### src/verilog/irq_prioritizer_pkg.sv
package irq_prioritizer_pkg;

    // Widths of the flag set and of the priority ladder
    localparam int NUM_FLAGS = 24;
    localparam int NUM_LEVELS = 16;
    localparam int LEVEL_W = 4;
    localparam int ADDR_W = 16;

    // Positions of the sticky flags inside the flag vector
    localparam int F_EXT1 = 0;
    localparam int F_EXT2 = 1;
    localparam int F_KEYPAD = 2;
    localparam int F_LOOP = 3;
    localparam int F_DMA0 = 4;
    localparam int F_TCH0 = 7;
    localparam int F_TWRAP = 11;
    localparam int F_SPI_RX = 12;
    localparam int F_SPI_TX = 13;
    localparam int F_SPI_FAULT = 14;
    localparam int F_SPI_OVR = 15;
    localparam int F_SCI_TX = 16;
    localparam int F_SCI_DONE = 17;
    localparam int F_SCI_RX = 18;
    localparam int F_SCI_IDLE = 19;
    localparam int F_SCI_OVR = 20;
    localparam int F_SCI_NOISE = 21;
    localparam int F_SCI_FRAME = 22;
    localparam int F_SCI_PARITY = 23;
    localparam int FIRST_ENABLED = 3;
    localparam int DMA_CHANNELS = 3;
    localparam int TIMER_CHANNELS = 4;

    // Priority numbers, 0 is the most urgent
    localparam int LV_TRAP = 0;
    localparam int LV_EXT1 = 1;
    localparam int LV_LOOP = 2;
    localparam int LV_DMA = 3;
    localparam int LV_TCH0 = 4;
    localparam int LV_TWRAP = 8;
    localparam int LV_SPI_RX = 9;
    localparam int LV_SPI_TX = 10;
    localparam int LV_SCI_ERR = 11;
    localparam int LV_SCI_RX = 12;
    localparam int LV_SCI_TX = 13;
    localparam int LV_EXT2 = 14;
    localparam int LV_KEYPAD = 15;

    // Vector pairs descend from the top pair in steps of two bytes
    localparam logic [15:0] VECTOR_TOP = 16'hFFFC;

    // Idle line detection lengths in received one bits
    localparam logic [3:0] IDLE_SHORT = 4'hA;
    localparam logic [3:0] IDLE_LONG = 4'hB;

    // Reset values
    localparam logic [23:0] FLAGS_RESET = 24'h000000;
    localparam logic [15:0] ADDR_RESET = 16'h0000;
    localparam logic [15:0] COUNT_RESET = 16'h0000;
    localparam logic [3:0] LEVEL_RESET = 4'h0;
    localparam logic [3:0] IDLE_RESET = 4'h0;

endpackage : irq_prioritizer_pkg

### src/verilog/sticky_flag_bank.sv
`timescale 1ns/1ps
`default_nettype none

module sticky_flag_bank
    import irq_prioritizer_pkg::*;
#(
    parameter int WIDTH = NUM_FLAGS
) (
    input wire logic i_clock,
    input wire logic i_reset,
    input wire logic [WIDTH-1:0] i_set,
    input wire logic [WIDTH-1:0] i_clear,
    output logic [WIDTH-1:0] o_flags
);

    // One sticky bit per source; a set in the clearing cycle wins
    for (genvar b = 0; b < WIDTH; b++) begin : g_flag
        always_ff @(posedge i_clock) begin
            if (i_reset) begin
                o_flags[b] <= FLAGS_RESET[b];
            end else if (i_set[b]) begin
                o_flags[b] <= 1'b1;
            end else if (i_clear[b]) begin
                o_flags[b] <= 1'b0;
            end
        end
    end

endmodule : sticky_flag_bank

`default_nettype wire

### src/verilog/lowest_index_picker.sv
`timescale 1ns/1ps
`default_nettype none

module lowest_index_picker
    import irq_prioritizer_pkg::*;
#(
    parameter int WIDTH = NUM_LEVELS,
    parameter int INDEX_W = LEVEL_W
) (
    input wire logic [WIDTH-1:0] i_request,
    output logic o_valid,
    output logic [INDEX_W-1:0] o_index
);

    // Scan from the top down so the lowest pending number wins
    always_comb begin
        o_valid = 1'b0;
        o_index = '0;
        for (int i = WIDTH - 1; i >= 0; i--) begin
            if (i_request[i]) begin
                o_valid = 1'b1;
                o_index = INDEX_W'(i);
            end
        end
    end

endmodule : lowest_index_picker

`default_nettype wire

### src/verilog/cpu_interrupt_source_prioritizer.sv
`timescale 1ns/1ps
`default_nettype none

module cpu_interrupt_source_prioritizer
    import irq_prioritizer_pkg::*;
(
    input wire logic i_clock,
    input wire logic i_reset,
    // CPU core
    input wire logic i_instr_done,
    input wire logic i_global_mask,
    input wire logic i_software_trap_instruction,
    output logic o_int_take,
    output logic o_set_global_mask,
    output logic [LEVEL_W-1:0] o_int_level,
    output logic [ADDR_W-1:0] o_vector_hi_addr,
    output logic [ADDR_W-1:0] o_vector_lo_addr,
    output logic [NUM_LEVELS-1:0] o_level_request,
    // Flags, clears and enables
    output logic [NUM_FLAGS-1:0] o_flags,
    input wire logic [NUM_FLAGS-1:0] i_flag_clear,
    input wire logic [NUM_FLAGS-1:FIRST_ENABLED] i_source_enable,
    // External request and keypad pins
    input wire logic i_ext_pin1_n,
    input wire logic i_ext_pin2_n,
    input wire logic [7:0] i_keypad_n,
    input wire logic i_ext_pin1_mask,
    input wire logic i_ext_pin2_mask,
    input wire logic i_keypad_mask,
    // Clock generator and DMA
    input wire logic i_pll_lock,
    input wire logic [DMA_CHANNELS-1:0] i_dma_block_end,
    input wire logic [DMA_CHANNELS-1:0] i_dma_loop_end,
    // Timer module
    input wire logic [15:0] i_timer_count,
    input wire logic [15:0] i_timer_modulo,
    input wire logic [TIMER_CHANNELS-1:0] i_timer_capture,
    input wire logic [TIMER_CHANNELS-1:0] i_timer_compare,
    // SPI
    input wire logic i_spi_rx_load,
    input wire logic i_spi_rx_read,
    input wire logic i_spi_tx_load,
    input wire logic i_spi_master,
    input wire logic i_spi_busy,
    input wire logic i_spi_select_n,
    input wire logic i_spi_select_fault_detect_enable,
    // SCI
    input wire logic i_sci_tx_load,
    input wire logic i_sci_tx_shift_empty,
    input wire logic i_sci_tx_data_empty,
    input wire logic i_sci_tx_break_idle,
    input wire logic i_sci_rx_load,
    input wire logic i_sci_rx_read,
    input wire logic i_sci_rx_bit_tick,
    input wire logic i_sci_rx_bit,
    input wire logic i_sci_long_char,
    input wire logic i_sci_noise,
    input wire logic i_sci_stop_sample,
    input wire logic i_sci_stop_bit,
    input wire logic i_sci_parity_check,
    input wire logic i_sci_parity_ok
);

    logic [10:0] pin_meta;
    logic [10:0] pin_sync;
    logic spi_select_prev;
    logic lock_prev;
    logic [15:0] timer_prev;
    logic spi_unread;
    logic sci_unread;
    logic [3:0] idle_count;
    logic [3:0] idle_target;
    logic [NUM_FLAGS-1:0] flag_set;
    logic [NUM_FLAGS-1:0] flag_gate;
    logic [NUM_FLAGS-1:0] gated;
    logic [NUM_LEVELS-1:0] level_req;
    logic [NUM_LEVELS-1:0] eligible;
    logic pick_valid;
    logic [LEVEL_W-1:0] pick_index;
    logic take_now;
    logic wrap_event;
    logic fault_event;
    logic idle_event;

    // Pins are asynchronous; only the second stage feeds any logic
    always_ff @(posedge i_clock) begin
        if (i_reset) begin
            pin_meta <= 11'h7FF;
            pin_sync <= 11'h7FF;
        end else begin
            pin_meta <= {i_spi_select_n, i_keypad_n,
                         i_ext_pin2_n, i_ext_pin1_n};
            pin_sync <= pin_meta;
        end
    end

    // Previous values for edge and wrap detection
    always_ff @(posedge i_clock) begin
        if (i_reset) begin
            spi_select_prev <= 1'b1;
            lock_prev <= i_pll_lock; // No false change at release
            timer_prev <= COUNT_RESET;
        end else begin
            spi_select_prev <= pin_sync[10];
            lock_prev <= i_pll_lock;
            timer_prev <= i_timer_count;
        end
    end

    // Receive data held and not yet read, one tracker per serial port
    always_ff @(posedge i_clock) begin
        if (i_reset) begin
            spi_unread <= 1'b0;
        end else if (i_spi_rx_load) begin
            spi_unread <= 1'b1;
        end else if (i_spi_rx_read) begin
            spi_unread <= 1'b0;
        end
    end

    always_ff @(posedge i_clock) begin
        if (i_reset) begin
            sci_unread <= 1'b0;
        end else if (i_sci_rx_load) begin
            sci_unread <= 1'b1;
        end else if (i_sci_rx_read) begin
            sci_unread <= 1'b0;
        end
    end

    // Run of received ones; saturates so a long idle fires only once
    assign idle_target = i_sci_long_char ? IDLE_LONG : IDLE_SHORT;
    assign idle_event = i_sci_rx_bit_tick && i_sci_rx_bit
                        && (idle_count == idle_target - 4'h1);

    always_ff @(posedge i_clock) begin
        if (i_reset) begin
            idle_count <= IDLE_RESET;
        end else if (i_sci_rx_bit_tick) begin
            if (!i_sci_rx_bit) begin
                idle_count <= IDLE_RESET;
            end else if (idle_count != idle_target) begin
                idle_count <= idle_count + 4'h1;
            end
        end
    end

    // Counter passed its modulo value and came back to zero
    assign wrap_event = (timer_prev == i_timer_modulo)
                        && (i_timer_count == 16'h0000)
                        && (timer_prev != 16'h0000);

    // Slave: select rises mid-transfer; master: select seen low
    assign fault_event = i_spi_select_fault_detect_enable
        && ((!i_spi_master && i_spi_busy
             && pin_sync[10] && !spi_select_prev)
            || (i_spi_master && !pin_sync[10]));

    // Set conditions of every sticky flag
    always_comb begin
        flag_set = FLAGS_RESET;
        flag_set[F_EXT1] = !pin_sync[0];
        flag_set[F_EXT2] = !pin_sync[1];
        flag_set[F_KEYPAD] = !(&pin_sync[9:2]);
        flag_set[F_LOOP] = i_pll_lock != lock_prev;
        flag_set[F_DMA0 +: DMA_CHANNELS] =
            i_dma_block_end | i_dma_loop_end;
        flag_set[F_TCH0 +: TIMER_CHANNELS] =
            i_timer_capture | i_timer_compare;
        flag_set[F_TWRAP] = wrap_event;
        flag_set[F_SPI_RX] = i_spi_rx_load;
        flag_set[F_SPI_TX] = i_spi_tx_load;
        flag_set[F_SPI_FAULT] = fault_event;
        flag_set[F_SPI_OVR] = i_spi_rx_load && spi_unread;
        flag_set[F_SCI_TX] = i_sci_tx_load;
        flag_set[F_SCI_DONE] = i_sci_tx_shift_empty
            && i_sci_tx_data_empty && !i_sci_tx_break_idle;
        flag_set[F_SCI_RX] = i_sci_rx_load;
        flag_set[F_SCI_IDLE] = idle_event;
        flag_set[F_SCI_OVR] = i_sci_rx_load && sci_unread;
        flag_set[F_SCI_NOISE] = i_sci_noise;
        flag_set[F_SCI_FRAME] =
            i_sci_stop_sample && !i_sci_stop_bit;
        flag_set[F_SCI_PARITY] =
            i_sci_parity_check && !i_sci_parity_ok;
    end

    sticky_flag_bank #(
        .WIDTH(NUM_FLAGS)
    ) u_flags (
        .i_clock(i_clock),
        .i_reset(i_reset),
        .i_set(flag_set),
        .i_clear(i_flag_clear),
        .o_flags(o_flags)
    );

    // Pin masks block when set; the other sources use plain enables
    assign flag_gate = {i_source_enable, !i_keypad_mask,
                        !i_ext_pin2_mask, !i_ext_pin1_mask};
    assign gated = o_flags & flag_gate;

    // Combine sources sharing a level into one request
    always_comb begin
        level_req = '0;
        level_req[LV_TRAP] = i_software_trap_instruction;
        level_req[LV_EXT1] = gated[F_EXT1];
        level_req[LV_LOOP] = gated[F_LOOP];
        level_req[LV_DMA] = |gated[F_DMA0 +: DMA_CHANNELS];
        level_req[LV_TCH0 +: TIMER_CHANNELS] =
            gated[F_TCH0 +: TIMER_CHANNELS];
        level_req[LV_TWRAP] = gated[F_TWRAP];
        level_req[LV_SPI_RX] = gated[F_SPI_RX] | gated[F_SPI_FAULT]
            | gated[F_SPI_OVR];
        level_req[LV_SPI_TX] = gated[F_SPI_TX];
        level_req[LV_SCI_ERR] = |gated[F_SCI_OVR +: 4];
        level_req[LV_SCI_RX] = gated[F_SCI_RX] | gated[F_SCI_IDLE];
        level_req[LV_SCI_TX] = gated[F_SCI_TX] | gated[F_SCI_DONE];
        level_req[LV_EXT2] = gated[F_EXT2];
        level_req[LV_KEYPAD] = gated[F_KEYPAD];
    end

    assign o_level_request = level_req;

    // Global mask removes every level except the trap instruction
    assign eligible = {level_req[NUM_LEVELS-1:1] & {(NUM_LEVELS-1)
                       {!i_global_mask}}, level_req[LV_TRAP]};

    lowest_index_picker #(
        .WIDTH(NUM_LEVELS),
        .INDEX_W(LEVEL_W)
    ) u_pick (
        .i_request(eligible),
        .o_valid(pick_valid),
        .o_index(pick_index)
    );

    // Boundary only, and never in the entry cycle before the mask lands
    assign take_now = i_instr_done && pick_valid && !o_int_take;

    // Entry pulse; the core sets its mask from it on the next edge
    always_ff @(posedge i_clock) begin
        if (i_reset) begin
            o_int_take <= 1'b0;
        end else begin
            o_int_take <= take_now;
        end
    end

    assign o_set_global_mask = o_int_take;

    // Winner and its vector pair hold until the next entry
    always_ff @(posedge i_clock) begin
        if (i_reset) begin
            o_int_level <= LEVEL_RESET;
            o_vector_hi_addr <= ADDR_RESET;
            o_vector_lo_addr <= ADDR_RESET;
        end else if (take_now) begin
            o_int_level <= pick_index;
            o_vector_hi_addr <= VECTOR_TOP
                - {11'h000, pick_index, 1'b0};
            o_vector_lo_addr <= VECTOR_TOP
                - {11'h000, pick_index, 1'b0} + 16'h0001;
        end
    end

    // Levels more urgent than the winner, seen at the entry edge
    logic [NUM_LEVELS-1:0] prior_eligible;
    logic [NUM_LEVELS-1:0] more_urgent;

    always_ff @(posedge i_clock) begin
        if (i_reset) begin
            prior_eligible <= '0;
        end else begin
            prior_eligible <= eligible;
        end
    end

    assign more_urgent = prior_eligible
        & ((NUM_LEVELS'(1) << o_int_level) - NUM_LEVELS'(1));
endmodule : cpu_interrupt_source_prioritizer

`default_nettype wire

### config.mk
export PLATFORM = sky130hd
export DESIGN_NAME = cpu_interrupt_source_prioritizer
export DESIGN_NICKNAME = d
export VERILOG_FILES = /design/src/verilog/irq_prioritizer_pkg.sv /design/src/verilog/sticky_flag_bank.sv /design/src/verilog/lowest_index_picker.sv /design/src/verilog/cpu_interrupt_source_prioritizer.sv
export SDC_FILE = /design/constraint.sdc
export NUM_CORES = 1
export LEC_CHECK = 0
export ABC_AREA = 1
export BUFFER_PORTS_ARGS = -buffer_cell sky130_fd_sc_hd__buf_2
export CORE_UTILIZATION = 40
export DETAILED_ROUTE_END_ITERATION = 8
export PLACE_DENSITY = 0.8
export SYNTH_ARGS = -nofsm -noshare
export SYNTH_HDL_FRONTEND = slang
export SYNTH_SLANG_ARGS = --single-unit
### constraint.sdc
create_clock -name i_clock -period 1.8 [get_ports i_clock]
set_clock_uncertainty 0.05 [all_clocks]
set_input_delay 0.27 -clock i_clock [delete_from_list [all_inputs] [get_ports i_clock]]
set_output_delay 0.27 -clock i_clock [all_outputs]
set_load 0.02 [all_outputs]
Word-level counts from Yosys, hierarchy flattened. Cells that the tools add are included.

Register bits: 98. Bits in latches: 0. Bits in writable memories: 0. Bits in read-only memories: 0. Bits of input ports: 131. Output and inout bits: 78. Logic and storage cells: 201. Memories: 0.

$add $sub $neg: 4. Multipliers: 0. Div/mod/pow operators: 0. $lt $le $gt $ge: 0. Equality and inequality tests: 8. Shift operators: 0. Mux-type cells: 87. Bitwise logic cells: 8. Reduce and logical (&&, ||, !) cells: 58.

Operators with widths (number): 4-bit two-way mux (18); 1-bit two-way mux (69); 2-bit nonzero test (23); 24-bit AND (1); 1-bit logical AND (17); 16-bit equality test (1); 16-bit logical NOT (1); 16-bit nonzero test (1); 15-bit AND (1); 1-bit logical NOT (11); 7-bit by 2-bit adder with 8-bit output (second input constant) (1); 8-bit AND reduction (1); 3-bit by 6-bit subtractor with 7-bit output (first input constant) (1); 2-bit != test (second input constant) (3); 4-bit by 1-bit adder with 4-bit output (second input constant) (1); 4-bit equality test (1); 4-bit != test (1); 1-bit OR (4); 4-bit OR (1); 4-bit OR reduction (1); 4-bit by 1-bit subtractor with 4-bit output (second input constant) (1); 3-bit OR (1); 3-bit OR reduction (1); 2-bit by 1-bit != test with 1-bit output (second input constant) (1); other kinds (3) (3).

Depth between registers and ports, before layout. Gate-level depths: netlist of run 1.

Depth after elaboration: 23. Depth in mapped cells: 20. Gate-level depth less buffers: 20.

Cells and area by module. From an unflattened synthesis of run 1, not the netlist that was laid out.

Cell total of the unflattened synthesis: 575. Area total of the unflattened synthesis: 3903.7 um^2.

Modules (own cells, without submodules): cpu_interrupt_source_prioritizer (instances 1, cells an instance 404, area each 2801.4 um^2, seq. area each 1121.1 um^2); sticky_flag_bank (instances 1, cells an instance 122, area each 893.4 um^2, seq. area each 480.5 um^2); lowest_index_picker (instances 1, cells an instance 49, area each 209.0 um^2, seq. area each 0.0 um^2).

Worst setup path before layout of run 1. No wires, ideal clock.

Kind: register to register. Start point: register u_flags.o_flags[2]. End point: register o_vector_lo_addr[3]. Data arrival time: 1941 ps. Required time: 1635 ps. Slack: -306 ps. Cell stages (with the launch flop): 21. Path through: dfxtp_1 > inv_1 > nor2_1 > nand2_1 > nand2_1 > nand2_1 > nand2_1 > nand2_1 > nand2_1 > nand2_1 > nand2_1 > nand2_1 > nand2_1 > nand2_1 > nand2_1 > nand2_1 > inv_1 > ha_1 > xor2_1 > o21ai_0 > inv_1.

Cells in the longest elaborated chain, start to end: 20.

RTL lines: start, declared (RTL line sticky_flag_bank.sv:13) `output logic [WIDTH-1:0] o_flags`; start signal, assigned by index (RTL line sticky_flag_bank.sv:20) `o_flags[b] <= FLAGS_RESET[b];`; 24-bit AND (RTL line cpu_interrupt_source_prioritizer.sv:201) `assign gated = o_flags & flag_gate;`; via o_level_request[15] (RTL line cpu_interrupt_source_prioritizer.sv:18) `output logic [NUM_LEVELS-1:0] o_level_request,`; 15-bit AND (RTL line cpu_interrupt_source_prioritizer.sv:226) `assign eligible = {level_req[NUM_LEVELS-1:1] & {(NUM_LEVELS-1)`; 4-bit two-way mux (16 in a row) (RTL line lowest_index_picker.sv:20) `if (i_request[i]) begin`; via pick_index[0] (RTL line cpu_interrupt_source_prioritizer.sv:79) `logic [LEVEL_W-1:0] pick_index;`; 3-bit by 6-bit subtractor with 7-bit output (RTL line cpu_interrupt_source_prioritizer.sv:263) `- {11'h000, pick_index, 1'b0} + 16'h0001;`; 7-bit by 2-bit adder with 8-bit output (RTL line cpu_interrupt_source_prioritizer.sv:263); end signal, assigned (RTL line cpu_interrupt_source_prioritizer.sv:262) `o_vector_lo_addr <= VECTOR_TOP`; end, declared (RTL line cpu_interrupt_source_prioritizer.sv:17) `output logic [ADDR_W-1:0] o_vector_lo_addr,`.

The timed path passes the listed nets, and every way through them passes these cells. A chain may end at the register's enable or synchronous reset.

Final worst setup path of run 1.
Start point: register u_flags.o_flags[11]. End point: register o_vector_lo_addr[3].

Cells in the longest elaborated chain, start to end: 13.

RTL lines (RTL line): 24-bit AND (cpu_interrupt_source_prioritizer.sv:201); 15-bit AND (cpu_interrupt_source_prioritizer.sv:226); 4-bit two-way mux (9 in a row) (lowest_index_picker.sv:20); via pick_index[0] (cpu_interrupt_source_prioritizer.sv:79); 3-bit by 6-bit subtractor with 7-bit output (cpu_interrupt_source_prioritizer.sv:263); 7-bit by 2-bit adder with 8-bit output (cpu_interrupt_source_prioritizer.sv:263).

The timed path passes the listed nets, and every way through them passes these cells.

==> results of run 1 <==
state kept, by name, summed over array words and instances, names as in the netlist:
signal            flops
u_flags.o_flags      24
o_int_take            1
lock_prev             1
timer_prev           16
spi_select_prev       1
pin_sync             11
o_vector_lo_addr      5
pin_meta             11
idle_count            4
o_int_level           4
sci_unread            1
spi_unread            1
timing repair:
item / 4_1_cts / 5_1_grt
pin swaps: 15 / 7
endpoints found under the hold margin: 1 / 0
setup buffers: 2 / 2
endpoints found under the setup margin: 7 / 11
cloned: 0 / 0
resized for setup: 17 / 27
hold buffers: 1 / 0
how the worst max path moves through the flow:
stage                              startpoint                   to  slack [ns]  cells past startpoint
after floorplan           u_flags.o_flags[16]  o_vector_lo_addr[3]       -0.02                     20
after global placement    i_source_enable[15]  o_vector_lo_addr[3]       -0.13                     11
after detailed placement  i_source_enable[15]  o_vector_lo_addr[3]       -0.19                     11
after CTS                  u_flags.o_flags[2]  o_vector_lo_addr[3]       -0.07                     20
after global routing       u_flags.o_flags[2]  o_vector_lo_addr[3]       -0.27                     20
final                     u_flags.o_flags[11]  o_vector_lo_addr[3]       -0.10                     16
routing by layer:
layer	track usage, %	part of all wire, %	vias up
met1	20.6	39	1646
met2	38.5	53	138
met4	8.27	2.1	0
met5	0	0	-
met3	4.48	5.7	20
li1	-	-	1886
layout make-up:
class	count	area share, %
Sequential cell	80	30.8
Multi-Input combinational cell	273	30.0
Timing Repair Buffer	246	25.3
Tap cell	108	2.55
Clock buffer	12	3.35
Inverter	91	6.49
Clock inverter	4	1.51
per-stage QoR:
| stage | setup TNS [ns] | worst slack, ns | std cells |
|---|---|---|---|
| after floorplan | -0.0230 | -0.0230 | 483 |
| after global placement | -0.186 | -0.130 | 793 |
| after detailed placement | -0.429 | -0.192 | 793 |
| after CTS | -0.0948 | -0.0723 | 812 |
| after global routing | -1.02 | -0.269 | 814 |
| final | -0.262 | -0.102 | 814 |
cell families after synthesis:
| kind of cell | count (synthesis) | synth area share, % |
|---|---|---|
| other cells | 1 | 0.104 |
| flops | 80 | 44.3 |
| fa+ha+maj | 2 | 0.693 |
| buf+inv | 130 | 16.8 |
| xor+xnor | 17 | 4.12 |
| simple gates | 197 | 25.0 |
| compound gates | 56 | 8.87 |
layout by cell type (no fill, tap or decap), types with 5 or more instances in the layout:
master / netlist / final
xor2_1: 15 / 15
dfxtp_1: 80 / 64
a21oi_1: 28 / 26
inv_2: 3 / 9
o21ai_0: 11 / 5
inv_1: 88 / 81
dfxtp_2: 0 / 12
nand2_1: 77 / 63
buf_2: 0 / 207
nand2_2: 0 / 12
nand3_1: 7 / 6
nor2_2: 2 / 5
nor4_1: 10 / 9
nor2_1: 58 / 52
buf_4: 30 / 35
nand4_1: 9 / 9
or2_2: 24 / 23
clkbuf_8: 0 / 9
o21ai_2: 0 / 6
power breakdown:
part	internal, W	switching, W	total (W)
combinational	0.000417	0.000538	0.000955
clock	0.000966	0.000679	0.00165
sequential	0.00187	0.0000694	0.00194
critical path, delay by kind of cell, from the launching register on:
family                     cells  cell delay [ns]
DFF                            1             0.36
adders and majority gates      1             0.15
and+or+nand+nor                9             0.54
buffers and inverters          3             0.23
xor gates and xnor gates       1             0.16
AOI/OAI and AO/OA              2             0.31
==> impl_metrics.toml, run 1 <==
[floorplanning]
pin_count = 209
die-area_um2 = 9410
row_count = 34
height_of_the_chip_um = 97.0
floorplan.initialDensity_pct = 41.4
die_w_um = 97.0
fp.coreArea_um2 = 8720

[setup_path]
crit_slowest_cell = "dfxtp_2"
timing.rr.end = "o_vector_lo_addr[3]"
largest_fanout_of_any_net_on_the_critical_path = 2
worst_path_most_repeated_cell = "nand2_1"
timing.rr.start = "u_flags.o_flags[11]"
criticalPathCategory = "reg -> reg"
max_stage_delay_ns = 0.36
worstPathRequired_ns = 1.99
crit_path_start_kind = "flop"
rrSetupSlack_ns = -0.10
worstRegToRegCells = 16
cp_cell_sequence = "nand2_2 > buf_4 > a31oi_1 > nand2_1 > nand2_1 > nand2_1 > nand2_1 > nand2_1 > nand2_1 > nand2_1 > nand2_1 > inv_2 > ha_4 > xor2_1 > o21ai_1 > inv_1"
cp-end-kind = "flop"
critical_path_arrival_ns = 2.10

[global_routing]
grt_max_degree = 26
first_pass_grt_wire_length_mm = 15.2
grt_antenna_before_repair = 1
track_usage_pct = 20.0
aggregate_global_routing_overflow = 0
vias_in_the_first_global_route = 3529

[timing]
hold-worst-slack_ns = 0.0471
timing.final.crit_period_ns = 1.90
tightest_slew_ns = 0.527
min_period_over_period_pct = 106
report.final.setup_viol = 4
drv_slew = 0
hold_vio_cnt_final = 0
relSlewSlack_pct = 64.8
clock.fmax_mhz = 526
setup_ws_ns = -0.102
rsz0062_at_grt = "yes"

[power_and_ir_drop]
power.ir.vdd_worst_v = 0.000504
power_density_nw_per_um2 = 857
finalPower_w = 0.00454
leakage_component_of_the_power_nw = 2.92

[synthesis]
area_of_the_mapped_netlist_um2 = 3610
post_synth_num_cell_types = 36
post-synth-top-area-cell = "dfxtp_1"
postSynthRegisterBits = 80
synthTopCellsByCount = "88 x inv_1, 80 x dfxtp_1, 77 x nand2_1, 58 x nor2_1, 30 x buf_4"
yosysSeqAreaShare_pct = 44.3
yosysMostFrequentCell = "inv_1"
fraction_of_synthesis_flops_using_an_asynchronous_set_or_reset_pin_pct = 0
synth_edf_count = 0
synthesis.area_per_instance_um2 = 7.48
yosys-top-cells-area = "dfxtp_1 44%, inv_1 9.1%, nand2_1 8.0%"
ys.flop_type = "dfxtp_1"
synth-warning-count = 0
post_synth_inst_count = 483
share_of_the_synthesized_area_in_the_top_cell_type_pct = 44.3
syn-num-nets = 616

[final_layout]
insertedDiodeCount = 0
layout_stage_area_growth_over_the_synthesis_result_pct = 46.7
postLayoutCellArea_um2 = 5300
area_occupied_by_multi_input_gates_um2 = 1590
fin_util_pct = 60.8
drive_above_1_share_pct = 50.1
final_net_count = 834
n_fill_cell = 762
layout.area.seq_um2 = 1630

[clocking]
cts.sink_count = 80
clk-insertion-delay-late_ns = 0.35
clock_tree.root_cell = "clkbuf_8"
htreeDepth = 3
clk_transition_reported_paths_ns = 0.09
tritoncts.num_buffers = 9
cts-root-to-sink-buffers = 2
cts_tree = "built"

[hold_path]
worstHoldEndpoint = "pin_meta[6]"
hold_path.startpoint = "i_keypad_n[4]"
min_delay_path_depth = 2
hold_path_class = "in -> reg"

[route]
ant_nets = 0
post-route-drc-count = 0
initialDrtViolationCount = 53
route.vias.total = 3690
route.detailed.wl_per_inst_um = 11.7
drt_first_pass_iters = 5
avgViaCountPerCell = 4.53
route.final.wire_length_mm = 9.53

[status]
run_status = "complete, but fails checks"
failed_checks = "negative setup slack"

[place]
final_replace_weighted_congestion = 0.889
port-buffer-count = 207
post_dp_cell_area_um2 = 4860
dp_hpwl_mm = 7.67

[job]
timing.max_cap.violations = 0
Power figures use the tool's default switching activity.
==> run 2, diff against run 1 <==
RECOVER_POWER = 25   (was unset)
==> impl_metrics.toml, run 2 (synthesis gave the netlist of run 1 again) <==
[timing]
hold_vio_cnt_final = 0
clock.fmax_mhz = 526
rsz0062_at_grt = "yes"
drv_slew = 0
tightest_slew_ns = 0.786
relSlewSlack_pct = 47.6
min_period_over_period_pct = 106
timing.final.crit_period_ns = 1.90
hold-worst-slack_ns = 0.0470
setup_ws_ns = -0.101
report.final.setup_viol = 5

[floorplanning]
die-area_um2 = 9410
pin_count = 209
floorplan.initialDensity_pct = 41.4
row_count = 34
die_w_um = 97.0
fp.coreArea_um2 = 8720
height_of_the_chip_um = 97.0

[power_and_ir_drop]
power.ir.vdd_worst_v = 0.000503
power_density_nw_per_um2 = 858
leakage_component_of_the_power_nw = 2.91

[place]
final_replace_weighted_congestion = 0.889
port-buffer-count = 207
dp_hpwl_mm = 7.67
dpl_worst_slack_ns = -0.192

[setup_path]
rrSetupSlack_ns = -0.10
timing.rr.end = "o_vector_lo_addr[3]"
critical_path_arrival_ns = 2.10
worstRegToRegCells = 16
largest_fanout_of_any_net_on_the_critical_path = 2
crit_path_start_kind = "flop"
timing.rr.start = "u_flags.o_flags[11]"
worstPathRequired_ns = 1.99
criticalPathCategory = "reg -> reg"
cp-end-kind = "flop"

[global_routing]
grt_max_degree = 26
aggregate_global_routing_overflow = 0
track_usage_pct = 20.0
vias_in_the_first_global_route = 3529
grt_antenna_before_repair = 1
first_pass_grt_wire_length_mm = 15.2

[final_layout]
top_regs = "u_flags.o_flags (24), timer_prev (16)"
insertedDiodeCount = 0
final_cell_mix = "205 x buf_2, 81 x inv_1, 65 x dfxtp_1"
drive_above_1_share_pct = 49.4
final_net_count = 834
layout_stage_area_growth_over_the_synthesis_result_pct = 46.4
largest_register_ff_count = 24
n_fill_cell = 766
registers.top_by_ff_count = "u_flags.o_flags"
most_common_cell_after_layout_fill_and_taps_aside = "buf_2"

[route]
route.vias.total = 3695
route.final.wire_length_mm = 9.53
drt_first_pass_iters = 4
ant_nets = 0
route.detailed.wl_per_inst_um = 11.7
initialDrtViolationCount = 54
post-route-drc-count = 0
avgViaCountPerCell = 4.54

[hold_path]
hold_path.startpoint = "i_keypad_n[4]"
hold_path_class = "in -> reg"
min_delay_path_depth = 2
worstHoldEndpoint = "pin_meta[6]"

[clocking]
tritoncts.num_buffers = 9
clk-insertion-delay-late_ns = 0.35
clock_tree.root_cell = "clkbuf_8"
cts.sink_count = 80
cts-root-to-sink-buffers = 2
clk_transition_reported_paths_ns = 0.09
cts_tree = "built"
htreeDepth = 3

[status]
run_status = "complete, but fails checks"
failed_checks = "negative setup slack"

[job]
timing.max_cap.violations = 0
run 2: what timing repair did:
item	CTS	global route
endpoints found under the setup margin	7	11
setup buffers	2	2
gates resized for setup	17	27
pin swaps	15	7
endpoints found under the hold margin	1	0
hold buffers	1	0
cloned	0	0
run 2: critical path, stage by stage (launching register included):
cell     delay [ns]
dfxtp_2        0.36
nand2_2        0.06
buf_4          0.13
a31oi_1        0.17
nand2_1        0.08
nand2_1        0.06
nand2_1        0.05
nand2_1        0.05
nand2_1        0.05
nand2_1        0.05
nand2_1        0.05
nand2_1        0.09
inv_2          0.05
ha_4           0.15
xor2_1         0.16
o21ai_1        0.14
inv_1          0.05
run 2: layer usage:
| metal | up-vias | GRT usage, % | part of all wire, % |
|---|---|---|---|
| li1 | 1886 | - | - |
| met1 | 1647 | 20.6 | 39 |
| met2 | 140 | 38.5 | 53 |
| met3 | 22 | 4.48 | 5.7 |
| met4 | 0 | 8.27 | 2.1 |
| met5 | - | 0 | 0 |
run 2: where the power goes:
part | internal (W) | switching, W | total, W
clock network | 0.000966 | 0.000679 | 0.00165
registers | 0.00187 | 0.0000694 | 0.00194
logic | 0.000415 | 0.000538 | 0.000953
run 2: cell type report:
type	instances	area, µm²	area share [%]
flip-flops and latches	80	1630	30.8
multi-input cells	273	1590	30.0
repair buffers	246	1330	25.2
inverters	91	344	6.51
clock buffers	12	178	3.36
well taps	108	135	2.56
clock inverters	4	80.1	1.51
run 2: worst max path at each step:
stage / endpoint / cells after the start / from
after floorplan: o_vector_lo_addr[3] / 20 / u_flags.o_flags[16]
after global placement: o_vector_lo_addr[3] / 11 / i_source_enable[15]
after detailed placement: o_vector_lo_addr[3] / 11 / i_source_enable[15]
after CTS: o_vector_lo_addr[3] / 20 / u_flags.o_flags[2]
after global routing: o_vector_lo_addr[3] / 20 / u_flags.o_flags[2]
final: o_vector_lo_addr[3] / 16 / u_flags.o_flags[11]
run 2: stage by stage:
| stage | std cells | power (W) | setup TNS, ns | util (%) | cell area, µm² |
|---|---|---|---|---|---|
| after floorplan | 483 | 0.00254 | -0.0230 | - | 3700 |
| after global placement | 793 | 0.00283 | -0.186 | 55.7 | 4860 |
| after detailed placement | 793 | 0.00285 | -0.429 | 55.7 | 4860 |
| after CTS | 812 | 0.00452 | -0.0948 | 59.5 | 5180 |
| after global routing | 814 | 0.00475 | -1.08 | 60.6 | 5290 |
| final | 814 | 0.00454 | -0.271 | 60.6 | 5290 |
